===== config.mk =====
export PLATFORM = sky130hd
export DESIGN_NAME = scr_core
export DESIGN_NICKNAME = d
export VERILOG_FILES = /design/src/design/scr_pkg.sv /design/src/design/scr_ram_if.sv /design/src/design/scr_scratch.sv /design/src/design/scr_xmove.sv /design/src/design/scr_core.sv
export VERILOG_INCLUDE_DIRS = /design/src /design/src/design
export SDC_FILE = /design/constraint.sdc
export NUM_CORES = 2
export LEC_CHECK = 0
export ABC_AREA = 1
export BUFFER_PORTS_ARGS = -buffer_cell sky130_fd_sc_hd__buf_2
export CAP_MARGIN = 20
export CORE_ASPECT_RATIO = 1.1
export CORE_MARGIN = 4
export CORE_UTILIZATION = 23
export DETAILED_ROUTE_END_ITERATION = 8
export PLACE_DENSITY = 0.41
export SYNTH_ARGS = -nofsm -noshare
export SYNTH_HDL_FRONTEND = slang
export SYNTH_HIERARCHICAL = 1
export SYNTH_SLANG_ARGS = --single-unit

===== constraint.sdc =====
create_clock -name clk_in -period 7.15 [get_ports clk_in]
set_clock_uncertainty 0.2 [all_clocks]
set_input_delay 1.0725 -clock clk_in [delete_from_list [all_inputs] [get_ports clk_in]]
set_output_delay 1.0725 -clock clk_in [all_outputs]
set_load 0.005 [all_outputs]

===== src/design/scr_cfg.svh =====
`ifndef SCR_CFG_SVH
`define SCR_CFG_SVH

// Direct addresses of the implemented special registers.
`define SCR_ADDR_PORT0_LATCH 8'h80
`define SCR_ADDR_STACK_TOP 8'h81
`define SCR_ADDR_DPTR_LOW 8'h82
`define SCR_ADDR_DPTR_HIGH 8'h83
`define SCR_ADDR_PULLUP_CTRL 8'h8F
`define SCR_ADDR_PORT1_PINS 8'h90

// Field positions.
`define SCR_SPACE_BIT 7
`define SCR_PULLUP_EN_BIT 0
`define SCR_BITADDR_LSB_W 3

// Reset values.
`define SCR_RST_PORT0_LATCH 8'hFF
`define SCR_RST_STACK_TOP 8'h07
`define SCR_RST_DPTR_LOW 8'h00
`define SCR_RST_DPTR_HIGH 8'h00
`define SCR_RST_PULLUP_EN 1'h0

// Read value of anything that is not implemented.
`define SCR_UNIMPL_BYTE 8'hFF
`define SCR_PULLUP_UNUSED_BITS 7'h7F

// Timing counts in clocks and machine cycles.
`define SCR_MC_CLOCKS 4
`define SCR_MC_LAST 2'h3
`define SCR_TIMER_FAST_CLOCKS 4'h4
`define SCR_TIMER_SLOW_CLOCKS 4'hC
`define SCR_XMOVE_MIN_MC 2
`define SCR_XMOVE_MAX_MC 9

`endif


===== src/design/scr_pkg.sv =====
package scr_pkg;

  // Phases of one external data move.
  typedef enum logic [1:0] {
    XM_IDLE = 2'b00,
    XM_ADDR = 2'b01,
    XM_DATA = 2'b10
  } scr_xmove_state_e;

  typedef logic [7:0] scr_byte_t;

endpackage


===== src/design/scr_ram_if.sv =====
`timescale 1ns/100ps
// Scratchpad access port between the decode logic and the memory.
interface scr_ram_if;
  logic we;
  logic [7:0] addr;
  logic [7:0] wdata;
  logic [7:0] rdata;

  modport core (output we, output addr, output wdata, input rdata);
  modport mem (input we, input addr, input wdata, output rdata);
endinterface


===== src/design/scr_scratch.sv =====
`timescale 1ns/100ps
module scr_scratch #(
  parameter int DEPTH = 256
) (
  // Clock and reset.
  input wire logic clk_in,
  input wire logic rst_in,
  // Access port.
  scr_ram_if.mem ram
);

  logic [7:0] mem_q [DEPTH];

  // Content is left unreset, as real scratchpad cells are.
  always_ff @(posedge clk_in) begin
    if (ram.we) begin
      mem_q[ram.addr] <= ram.wdata;
    end
  end

  // Reads are combinational so a byte written can be read back next cycle.
  assign ram.rdata = mem_q[ram.addr];
endmodule


===== src/design/scr_xmove.sv =====
`timescale 1ns/100ps
`include "scr_cfg.svh"
module scr_xmove (
  // Clock and reset.
  input wire logic clk_in,
  input wire logic rst_in,
  // Request side.
  input wire logic mc_end_in,
  input wire logic start_in,
  input wire logic write_in,
  input wire logic [2:0] stretch_in,
  input wire logic [15:0] addr_in,
  input wire logic [7:0] wdata_in,
  input wire logic [7:0] pin_in,
  // Status and read data.
  output logic busy_out,
  output logic done_out,
  output logic [7:0] rdata_out,
  // Bus side.
  output logic bus_own_out,
  output logic bus_drive_out,
  output logic [7:0] bus_data_out,
  output logic [7:0] addr_hi_out,
  output logic ale_out,
  output logic rd_n_out,
  output logic wr_n_out
);

  scr_pkg::scr_xmove_state_e state_reg;
  logic [3:0] mc_left_reg;
  logic write_reg;
  logic [15:0] addr_reg;
  logic [7:0] wdata_reg;
  logic take;

  // A move is only started on a machine-cycle boundary.
  assign take = start_in && mc_end_in && (state_reg == scr_pkg::XM_IDLE);

  // Sequencer: one address cycle, then stretch+1 data cycles.
  always_ff @(posedge clk_in or posedge rst_in) begin
    if (rst_in) begin
      state_reg <= scr_pkg::XM_IDLE;
      mc_left_reg <= 4'h0;
    end else if (mc_end_in) begin
      case (state_reg)
        scr_pkg::XM_IDLE: begin
          if (start_in) begin
            state_reg <= scr_pkg::XM_ADDR;
            mc_left_reg <= {1'b0, stretch_in} + 4'h1;
          end
        end
        scr_pkg::XM_ADDR: begin
          state_reg <= scr_pkg::XM_DATA;
        end
        scr_pkg::XM_DATA: begin
          if (mc_left_reg == 4'h1) begin
            state_reg <= scr_pkg::XM_IDLE;
          end
          mc_left_reg <= mc_left_reg - 4'h1;
        end
        default: begin
          state_reg <= scr_pkg::XM_IDLE;
        end
      endcase
    end
  end

  // Operands are frozen for the whole move.
  always_ff @(posedge clk_in or posedge rst_in) begin
    if (rst_in) begin
      write_reg <= 1'b0;
      addr_reg <= 16'h0000;
      wdata_reg <= 8'h00;
    end else if (take) begin
      write_reg <= write_in;
      addr_reg <= addr_in;
      wdata_reg <= wdata_in;
    end
  end

  // Read data is sampled at the close of the last data cycle.
  always_ff @(posedge clk_in or posedge rst_in) begin
    if (rst_in) begin
      done_out <= 1'b0;
      rdata_out <= 8'h00;
    end else begin
      done_out <= mc_end_in && (state_reg == scr_pkg::XM_DATA) && (mc_left_reg == 4'h1);
      if (mc_end_in && (state_reg == scr_pkg::XM_DATA) && (mc_left_reg == 4'h1) && !write_reg) begin
        rdata_out <= pin_in;
      end
    end
  end

  // Bus view decoded from the sequencer state.
  always_comb begin
    busy_out = (state_reg != scr_pkg::XM_IDLE);
    bus_own_out = busy_out;
    ale_out = (state_reg == scr_pkg::XM_ADDR);
    bus_drive_out = ale_out || ((state_reg == scr_pkg::XM_DATA) && write_reg);
    bus_data_out = ale_out ? addr_reg[7:0] : wdata_reg;
    addr_hi_out = addr_reg[15:8];
    rd_n_out = !((state_reg == scr_pkg::XM_DATA) && !write_reg);
    wr_n_out = !((state_reg == scr_pkg::XM_DATA) && write_reg);
  end
endmodule


===== src/design/scr_core.sv =====
// Function
// - Special registers sit at 80h-FFh and answer only direct accesses.
// - Bit set, clear and read only on registers at addresses ending 0 or 8.
// - Unmapped addresses and unimplemented bits read as one.
// - The 256-byte scratchpad takes direct and indirect accesses, indirect reaching 80h-FFh.
// - A machine cycle lasts four clocks.
// - An external data move lasts two to nine machine cycles, programmable.
// - Timer ticks come every four or every twelve clocks, selectable.
// - External moves to 0000h-FFFFh go out on ports zero and two.
// - Port zero drives both levels as a bus, otherwise is open drain.
// - Port two drives the upper address byte while port zero is a bus.
// - Port one is input only and alone feeds the converter inputs.
// - Port zero is open drain after reset; a control bit enables pull-ups.
// - The port zero latch sits at 80h, bit n for pin n.
// - The stack top pointer at 81h holds an eight-bit scratchpad address.
// - The register at 82h holds the data pointer low byte.
// - The pull-up enable is bit 0 of the control register at 8Fh.
// - The register at 83h holds the data pointer high byte.
`timescale 1ns/100ps
`include "scr_cfg.svh"
module scr_core (
  // Clock and reset.
  input wire logic clk_in,
  input wire logic rst_in,
  // Register access from the instruction engine.
  input wire logic acc_valid_in,
  input wire logic acc_write_in,
  input wire logic acc_indirect_in,
  input wire logic acc_bit_in,
  input wire logic [7:0] acc_addr_in,
  input wire logic [2:0] acc_bitsel_in,
  input wire logic [7:0] acc_wdata_in,
  input wire logic acc_bitval_in,
  output logic acc_done_out,
  output logic [7:0] acc_rdata_out,
  output logic acc_bit_refused_out,
  // Machine cycle and timer prescale.
  output logic mc_end_out,
  input wire logic timer_slow_in,
  output logic timer_tick_out,
  // External data move requests.
  input wire logic xmove_req_in,
  input wire logic xmove_write_in,
  input wire logic [2:0] xmove_stretch_in,
  input wire logic [7:0] xmove_wdata_in,
  output logic xmove_busy_out,
  output logic xmove_done_out,
  output logic [7:0] xmove_rdata_out,
  // Port zero pins.
  input wire logic [7:0] port0_pin_in,
  output logic [7:0] port0_pin_out,
  output logic [7:0] port0_oe_n_out,
  output logic port_zero_pullup_enable_out,
  // Port two pins.
  output logic [7:0] port2_pin_out,
  output logic [7:0] port2_oe_n_out,
  // Bus strobes.
  output logic ale_out,
  output logic rd_n_out,
  output logic wr_n_out,
  // Port one pins and converter feed.
  input wire logic [7:0] port1_pin_in,
  output logic [7:0] adc_pins_out
);

  logic [1:0] phase_reg;
  logic [3:0] tick_cnt_reg;
  logic [7:0] port_zero_latch_reg;
  logic [7:0] stack_top_pointer_reg;
  logic [7:0] data_pointer_low_byte_reg;
  logic [7:0] data_pointer_high_byte_reg;
  logic port_zero_pullup_enable_reg;
  logic [7:0] port0_meta_reg;
  logic [7:0] port0_sync_reg;
  logic [7:0] port1_meta_reg;
  logic [7:0] port1_sync_reg;
  logic port0_bus_reg;
  logic mc_end;
  logic take;
  logic is_space;
  logic bit_ok;
  logic bit_refused;
  logic commit;
  logic [7:0] space_byte;
  logic [7:0] cur_byte;
  logic [7:0] wr_byte;
  logic [7:0] rd_result;
  logic xm_busy;
  logic xm_done;
  logic [7:0] xm_rdata;
  logic xm_own;
  logic xm_drive;
  logic [7:0] xm_data;
  logic [7:0] xm_addr_hi;
  logic xm_ale;
  logic xm_rd_n;
  logic xm_wr_n;

  scr_ram_if ram_bus ();

  // Four-clock machine cycle; every register access closes on its last clock.
  always_ff @(posedge clk_in or posedge rst_in) begin
    if (rst_in) begin
      phase_reg <= 2'h0;
    end else begin
      phase_reg <= phase_reg + 2'h1;
    end
  end

  assign mc_end = (phase_reg == `SCR_MC_LAST);

  // Timer prescale: the selection is compared every clock, so a change takes effect on the count in progress.
  always_ff @(posedge clk_in or posedge rst_in) begin
    if (rst_in) begin
      tick_cnt_reg <= 4'h0;
      timer_tick_out <= 1'b0;
    end else begin
      if (tick_cnt_reg >= (timer_slow_in ? `SCR_TIMER_SLOW_CLOCKS : `SCR_TIMER_FAST_CLOCKS)
          - 4'h1) begin
        tick_cnt_reg <= 4'h0;
        timer_tick_out <= 1'b1;
      end else begin
        tick_cnt_reg <= tick_cnt_reg + 4'h1;
        timer_tick_out <= 1'b0;
      end
    end
  end

  // Pins come from outside the clock domain, so both ports are synchronised.
  always_ff @(posedge clk_in or posedge rst_in) begin
    if (rst_in) begin
      port0_meta_reg <= 8'h00;
      port0_sync_reg <= 8'h00;
      port1_meta_reg <= 8'h00;
      port1_sync_reg <= 8'h00;
    end else begin
      port0_meta_reg <= port0_pin_in;
      port0_sync_reg <= port0_meta_reg;
      port1_meta_reg <= port1_pin_in;
      port1_sync_reg <= port1_meta_reg;
    end
  end

  assign adc_pins_out = port1_sync_reg;

  // Address decode; indirect accesses never reach the register space.
  always_comb begin
    take = acc_valid_in && mc_end;
    is_space = !acc_indirect_in && acc_addr_in[`SCR_SPACE_BIT];
    bit_ok = (acc_addr_in[`SCR_BITADDR_LSB_W-1:0] == 3'h0);
    bit_refused = acc_bit_in && !(is_space && bit_ok);
    commit = take && acc_write_in && !bit_refused;
  end

  // Register read mux; holes and spare bits read as ones.
  always_comb begin
    case (acc_addr_in)
      `SCR_ADDR_PORT0_LATCH: space_byte = port_zero_latch_reg;
      `SCR_ADDR_STACK_TOP: space_byte = stack_top_pointer_reg;
      `SCR_ADDR_DPTR_LOW: space_byte = data_pointer_low_byte_reg;
      `SCR_ADDR_DPTR_HIGH: space_byte = data_pointer_high_byte_reg;
      `SCR_ADDR_PULLUP_CTRL: space_byte = {`SCR_PULLUP_UNUSED_BITS,
                                           port_zero_pullup_enable_reg};
      `SCR_ADDR_PORT1_PINS: space_byte = port1_sync_reg;
      default: space_byte = `SCR_UNIMPL_BYTE;
    endcase
    cur_byte = is_space ? space_byte : ram_bus.rdata;
    wr_byte = cur_byte;
    if (acc_bit_in) begin
      wr_byte[acc_bitsel_in] = acc_bitval_in;
    end else begin
      wr_byte = acc_wdata_in;
    end
    rd_result = acc_bit_in ? {7'h00, cur_byte[acc_bitsel_in]} : cur_byte;
  end

  // Scratchpad port; it also catches indirect accesses to 80h-FFh.
  assign ram_bus.we = commit && !is_space;
  assign ram_bus.addr = acc_addr_in;
  assign ram_bus.wdata = wr_byte;

  scr_scratch #(
    .DEPTH(256)
  ) u_scratch (
    .clk_in(clk_in),
    .rst_in(rst_in),
    .ram(ram_bus.mem)
  );

  // Access answer is a one-cycle pulse after the closing edge.
  always_ff @(posedge clk_in or posedge rst_in) begin
    if (rst_in) begin
      acc_done_out <= 1'b0;
      acc_rdata_out <= 8'h00;
      acc_bit_refused_out <= 1'b0;
      mc_end_out <= 1'b0;
    end else begin
      acc_done_out <= take;
      acc_bit_refused_out <= take && bit_refused;
      mc_end_out <= mc_end;
      if (take && !acc_write_in && !bit_refused) begin
        acc_rdata_out <= rd_result;
      end
    end
  end

  // Port zero latch, reset to all ones so every pin is released.
  always_ff @(posedge clk_in or posedge rst_in) begin
    if (rst_in) begin
      port_zero_latch_reg <= `SCR_RST_PORT0_LATCH;
    end else if (commit && is_space && acc_addr_in == `SCR_ADDR_PORT0_LATCH) begin
      port_zero_latch_reg <= wr_byte;
    end
  end

  // Stack top pointer.
  always_ff @(posedge clk_in or posedge rst_in) begin
    if (rst_in) begin
      stack_top_pointer_reg <= `SCR_RST_STACK_TOP;
    end else if (commit && is_space && acc_addr_in == `SCR_ADDR_STACK_TOP) begin
      stack_top_pointer_reg <= wr_byte;
    end
  end

  // Data pointer, both halves; together they address external moves.
  always_ff @(posedge clk_in or posedge rst_in) begin
    if (rst_in) begin
      data_pointer_low_byte_reg <= `SCR_RST_DPTR_LOW;
      data_pointer_high_byte_reg <= `SCR_RST_DPTR_HIGH;
    end else begin
      if (commit && is_space && acc_addr_in == `SCR_ADDR_DPTR_LOW) begin
        data_pointer_low_byte_reg <= wr_byte;
      end
      if (commit && is_space && acc_addr_in == `SCR_ADDR_DPTR_HIGH) begin
        data_pointer_high_byte_reg <= wr_byte;
      end
    end
  end

  // Pull-up control; only bit 0 is kept, so pull-ups are off after reset.
  always_ff @(posedge clk_in or posedge rst_in) begin
    if (rst_in) begin
      port_zero_pullup_enable_reg <= `SCR_RST_PULLUP_EN;
    end else if (commit && is_space && acc_addr_in == `SCR_ADDR_PULLUP_CTRL) begin
      port_zero_pullup_enable_reg <= wr_byte[`SCR_PULLUP_EN_BIT];
    end
  end

  // External moves always use the expanded bus; there is no internal window.
  scr_xmove u_xmove (
    .clk_in(clk_in),
    .rst_in(rst_in),
    .mc_end_in(mc_end),
    .start_in(xmove_req_in),
    .write_in(xmove_write_in),
    .stretch_in(xmove_stretch_in),
    .addr_in({data_pointer_high_byte_reg, data_pointer_low_byte_reg}),
    .wdata_in(xmove_wdata_in),
    .pin_in(port0_sync_reg),
    .busy_out(xm_busy),
    .done_out(xm_done),
    .rdata_out(xm_rdata),
    .bus_own_out(xm_own),
    .bus_drive_out(xm_drive),
    .bus_data_out(xm_data),
    .addr_hi_out(xm_addr_hi),
    .ale_out(xm_ale),
    .rd_n_out(xm_rd_n),
    .wr_n_out(xm_wr_n)
  );

  // Move status re-registered so every output leaves from a flop.
  always_ff @(posedge clk_in or posedge rst_in) begin
    if (rst_in) begin
      xmove_busy_out <= 1'b0;
      xmove_done_out <= 1'b0;
      xmove_rdata_out <= 8'h00;
    end else begin
      xmove_busy_out <= xm_busy;
      xmove_done_out <= xm_done;
      xmove_rdata_out <= xm_rdata;
    end
  end

  // Pin drivers. As a bus both ports push both levels; otherwise port zero
  // only ever pulls low, which is why a released latch bit floats.
  always_ff @(posedge clk_in or posedge rst_in) begin
    if (rst_in) begin
      port0_bus_reg <= 1'b0;
      port0_pin_out <= 8'h00;
      port0_oe_n_out <= 8'hFF;
      port2_pin_out <= 8'h00;
      port2_oe_n_out <= 8'hFF;
      ale_out <= 1'b0;
      rd_n_out <= 1'b1;
      wr_n_out <= 1'b1;
    end else begin
      port0_bus_reg <= xm_own;
      ale_out <= xm_ale;
      rd_n_out <= xm_rd_n;
      wr_n_out <= xm_wr_n;
      if (xm_own) begin
        port0_pin_out <= xm_data;
        port0_oe_n_out <= xm_drive ? 8'h00 : 8'hFF;
        port2_pin_out <= xm_addr_hi;
        port2_oe_n_out <= 8'h00;
      end else begin
        port0_pin_out <= 8'h00;
        port0_oe_n_out <= port_zero_latch_reg;
        port2_pin_out <= 8'h00;
        port2_oe_n_out <= 8'hFF;
      end
    end
  end

  assign port_zero_pullup_enable_out = port_zero_pullup_enable_reg;
endmodule


==> impl_metrics.csv <==
group,metric,value,unit
run,cap_viol_max_count,0,
clock_tree,post_cts_buffers,0,
floorplanning,die-area,408700,um2
sta,final-setup-viol-count,0,
pwr,switchingPower,6961,uW
floorplanning,io_pins,122,
clock_tree,cts_resized,0,
yosys,synth_area,91660,um2
yosys,synth.distinct_cells,36,
route,wl_per_cell,20.60,um
finish,drive_above_1_share,0.08225,
clock_tree,clkSlewWorstSetupHoldPaths,60,ps
finish,fillers,41620,
clock_tree,cts_tree,"done",
placed_design,hpwl,178800,um
sta,tns,0,ps
finish,final_core_util,0.2697,
finish,nets,8946,
yosys,synthTopCellsByArea,"edfxtp_1 67%, nand2_1 20%, dfrtp_1 3.8%",
pwr,clkPwrFrac,0.421,
floorplanning,die_w,609.9,um
sta,holdWs,88.36,ps
yosys,yosys_most_used_dff,"edfxtp_1",
pwr,p_total,28980,uW
route,drt_wl_total,295400,um
worst_hold_path,worstHoldPathType,"in -> reg",
pwr,power_leakage,0.04210,uW
finish,multiInputGateArea,23720,um2
critical_path,slowest_stage,"nand2_1",
global_routing,grt_max_degree,174,
route,num_vias,61440,
global_routing,grt_pass1_vias,60510,
route,drt_iter0_markers,4546,
clock_tree,clk_path_buf_depth,4,
sta,worstMarginPinSlew,1104,ps
sta,max_clock_freq,182.1,MHz
route,via_per_inst,4.285,
critical_path,crit_arrival,5790,ps
critical_path,crit_required,7450,ps
critical_path,startpoint_type,"primary input",
yosys,synth_enable_flop_cells,2048,
pwr,pwr-share-comb,0.077,
yosys,ys_seq_area_frac,0.7152,
pwr,pwr-share-seq,0.501,
global_routing,antenna_found_initial,18,
global_routing,grt_pass1_wl,429600,um
floorplanning,initial_core_util,0.2314,
yosys,synth_fp_nets,8845,
sta,finalCritPeriodShare,0.7680,
clock_tree,htreeDepth,4,
route,ant_nets,0,
sta,rsz0062_at_grt,"no",
clock_tree,cts_buffers,241,
floorplanning,die_h,670.1,um
sta,slew_headroom,0.2614,
run_status,status,"complete, no violations",
clock_tree,insertion_delay,910,ps
sta,maxSlewViolCount,0,
clock_tree,cts_sinks,2209,
critical_path,end_kind,"register",
critical_path,critical_path.top_delay_family,"simple AND/OR/NAND/NOR gates",
critical_path,crit_path_cell_trace,"buf_2 > inv_1 > nor2_2 > nand3_1 > nand2_1 > nand3_1 > nor2_2 > nand2_1 > buf_4 > nor2_1",
pwr,vdd_drop_max,192.1,uV
global_routing,overflow,0,
clock_tree,postCtsHoldBufs,0,
yosys,synthArstFlopShare,0.07288,
yosys,synthCells,8783,
pwr,pwr_density_cell,271.4,nW/um2
route,firstDrtPassIters,5,
finish,seqCellArea,65560,um2
yosys,postSynthAreaPerCell,10.44,um2
yosys,yosysWarnings,6,
critical_path,slowest_delay,910,ps
finish,largest_reg_flops,2048,
critical_path,worst-path-max-fanout,15,
route,drc,0,
pwr,switching_share,0.2402,
placed_design,portBuffers,121,
pwr,p_int,22020,uW
critical_path,path_buf_inv,3,
sta,finalCriticalPeriod,5491,ps
yosys,synth_top_area_frac,0.6710,
yosys,synth_area_leader_cell,"edfxtp_1",
clock_tree,clock-root-buffer,"clkbuf_16",
critical_path,setup.worst_path.class,"in -> reg",
placed_design,gp_congestion,0.8026,
global_routing,track_usage,0.1398,
yosys,ys_ff_latch,2209,
floorplanning,row_count,242,
floorplanning,core-area,396100,um2
sta,hold_violations,0,
finish,syn2layout_area_growth,16.53,%
## cells in the final DEF, fill, tap and decap left out, types with 5 or more instances in the layout
cell type / count
a21oi_1: 52
a31oi_1: 10
buf_12: 65
buf_2: 119
buf_4: 121
bufinv_16: 20
clkbuf_1: 49
clkbuf_16: 248
clkinv_1: 66
clkinv_2: 38
clkinv_4: 5
clkinvlp_4: 8
dfrtp_1: 139
dfstp_2: 22
diode_2: 10
edfxtp_1: 2048
ha_1: 6
inv_1: 101
inv_2: 8
inv_4: 5
nand2_1: 4993
nand2_2: 18
nand2_8: 6
nand3_1: 247
nor2_1: 407
nor2_2: 10
nor2_4: 10
nor3_1: 8
o21ai_0: 75
o21ai_1: 128
o21ai_2: 12
or2_2: 9
## area by class of cell
class / count / share of cell area
sequential: 2209 / 0.6138
multi-input combinational: 6007 / 0.2221
antenna: 10 / 0.0002343
clock buffer: 298 / 0.05990
inverter: 117 / 0.004475
clock inverter: 143 / 0.01142
timing repair buffer: 308 / 0.02665
tap: 5246 / 0.06146
## metal layers
metal / global-route usage / vias to the layer above / share of wire
li1: - / 28980 / -
met4: 0.03965 / 2 / 0.028
met1: 0.1907 / 30550 / 0.45
met2: 0.2322 / 1519 / 0.47
met3: 0.01833 / 389 / 0.048
met5: 0 / - / 0.000044
## synth_stat cells, types with 2 or more instances
library cell     n
or2_2            9
nand2_2         15
edfxtp_1      2048
ha_1             6
buf_6            9
nand2_4          4
nor2_1         413
inv_4            3
inv_2            8
buf_4           26
a21oi_1         52
dfstp_2         22
nor2_8           2
buf_1           52
o21ai_1        128
a31oi_1         10
xnor2_1          2
nor3_1           8
nand3_1        247
dfrtp_1        139
nand2_1       5002
o21ai_0         75
clkbuf_1       176
inv_1          105
buf_2          187
o21ai_2         13
nor2_4           5
nor2_2           9
## final timing paths
| path | start | end | slack, ps | cells after the start |
|---|---|---|---|---|
| max | acc_addr_in[7] | u_scratch/mem_q[134][3] | 1660 | 10 |
| min | port0_pin_in[3] | port0_meta_reg[3] | 90 | 1 |
| max reg2reg | phase_reg[0] | u_scratch/mem_q[134][3] | 2180 | 8 |
| min reg2reg | u_xmove/done_out | xmove_done_out | 150 | 0 |
| max in group asynchronous | rst_in | port1_meta_reg[4] | 5310 | 3 |
| min in group asynchronous | rst_in | port0_pin_out[5] | 110 | 2 |
## stage by stage
stage          instance area (um2)  worst slack [ps]  instances
5_1_grt                     106800              1446      14330
2_1_floorplan                91660              1447       8783
3_3_place_gp                 99110             661.8      13880
6_report                    106800              1659      14340
3_5_place_dp                 99160             714.4      13890
4_1_cts                     106800              1667      14330
## worst register-to-register path, stage by stage (launching register included)
cell and delay (ps):
dfrtp_1 350, ha_1 400, nand2_1 130, inv_1 130, nand3_1 240, nor2_2 800, nand2_1 920, buf_4 530
nor2_1 860
## cell families after synthesis
kind of cell | after synthesis | share of synthesized area
adder cells (fa/ha/maj) | 6 | 0.0008190
flip-flops | 2209 | 0.7152
AND/OR/NAND/NOR | 5715 | 0.2396
XOR/XNOR | 3 | 0.0002867
buffers and inverters | 567 | 0.02766
AO/OA/AOI/OAI | 283 | 0.01645
## power by group through the flow
stage	logic [uW]	clock network, uW	registers (uW)
after floorplan	1150	0	14900
after global routing	2470	13100	14500
final	2240	12200	14500
after global placement	2280	0	14800
after detailed placement	2290	0	14800
after CTS	2300	12600	14500
Power figures use the tool's default switching activity.
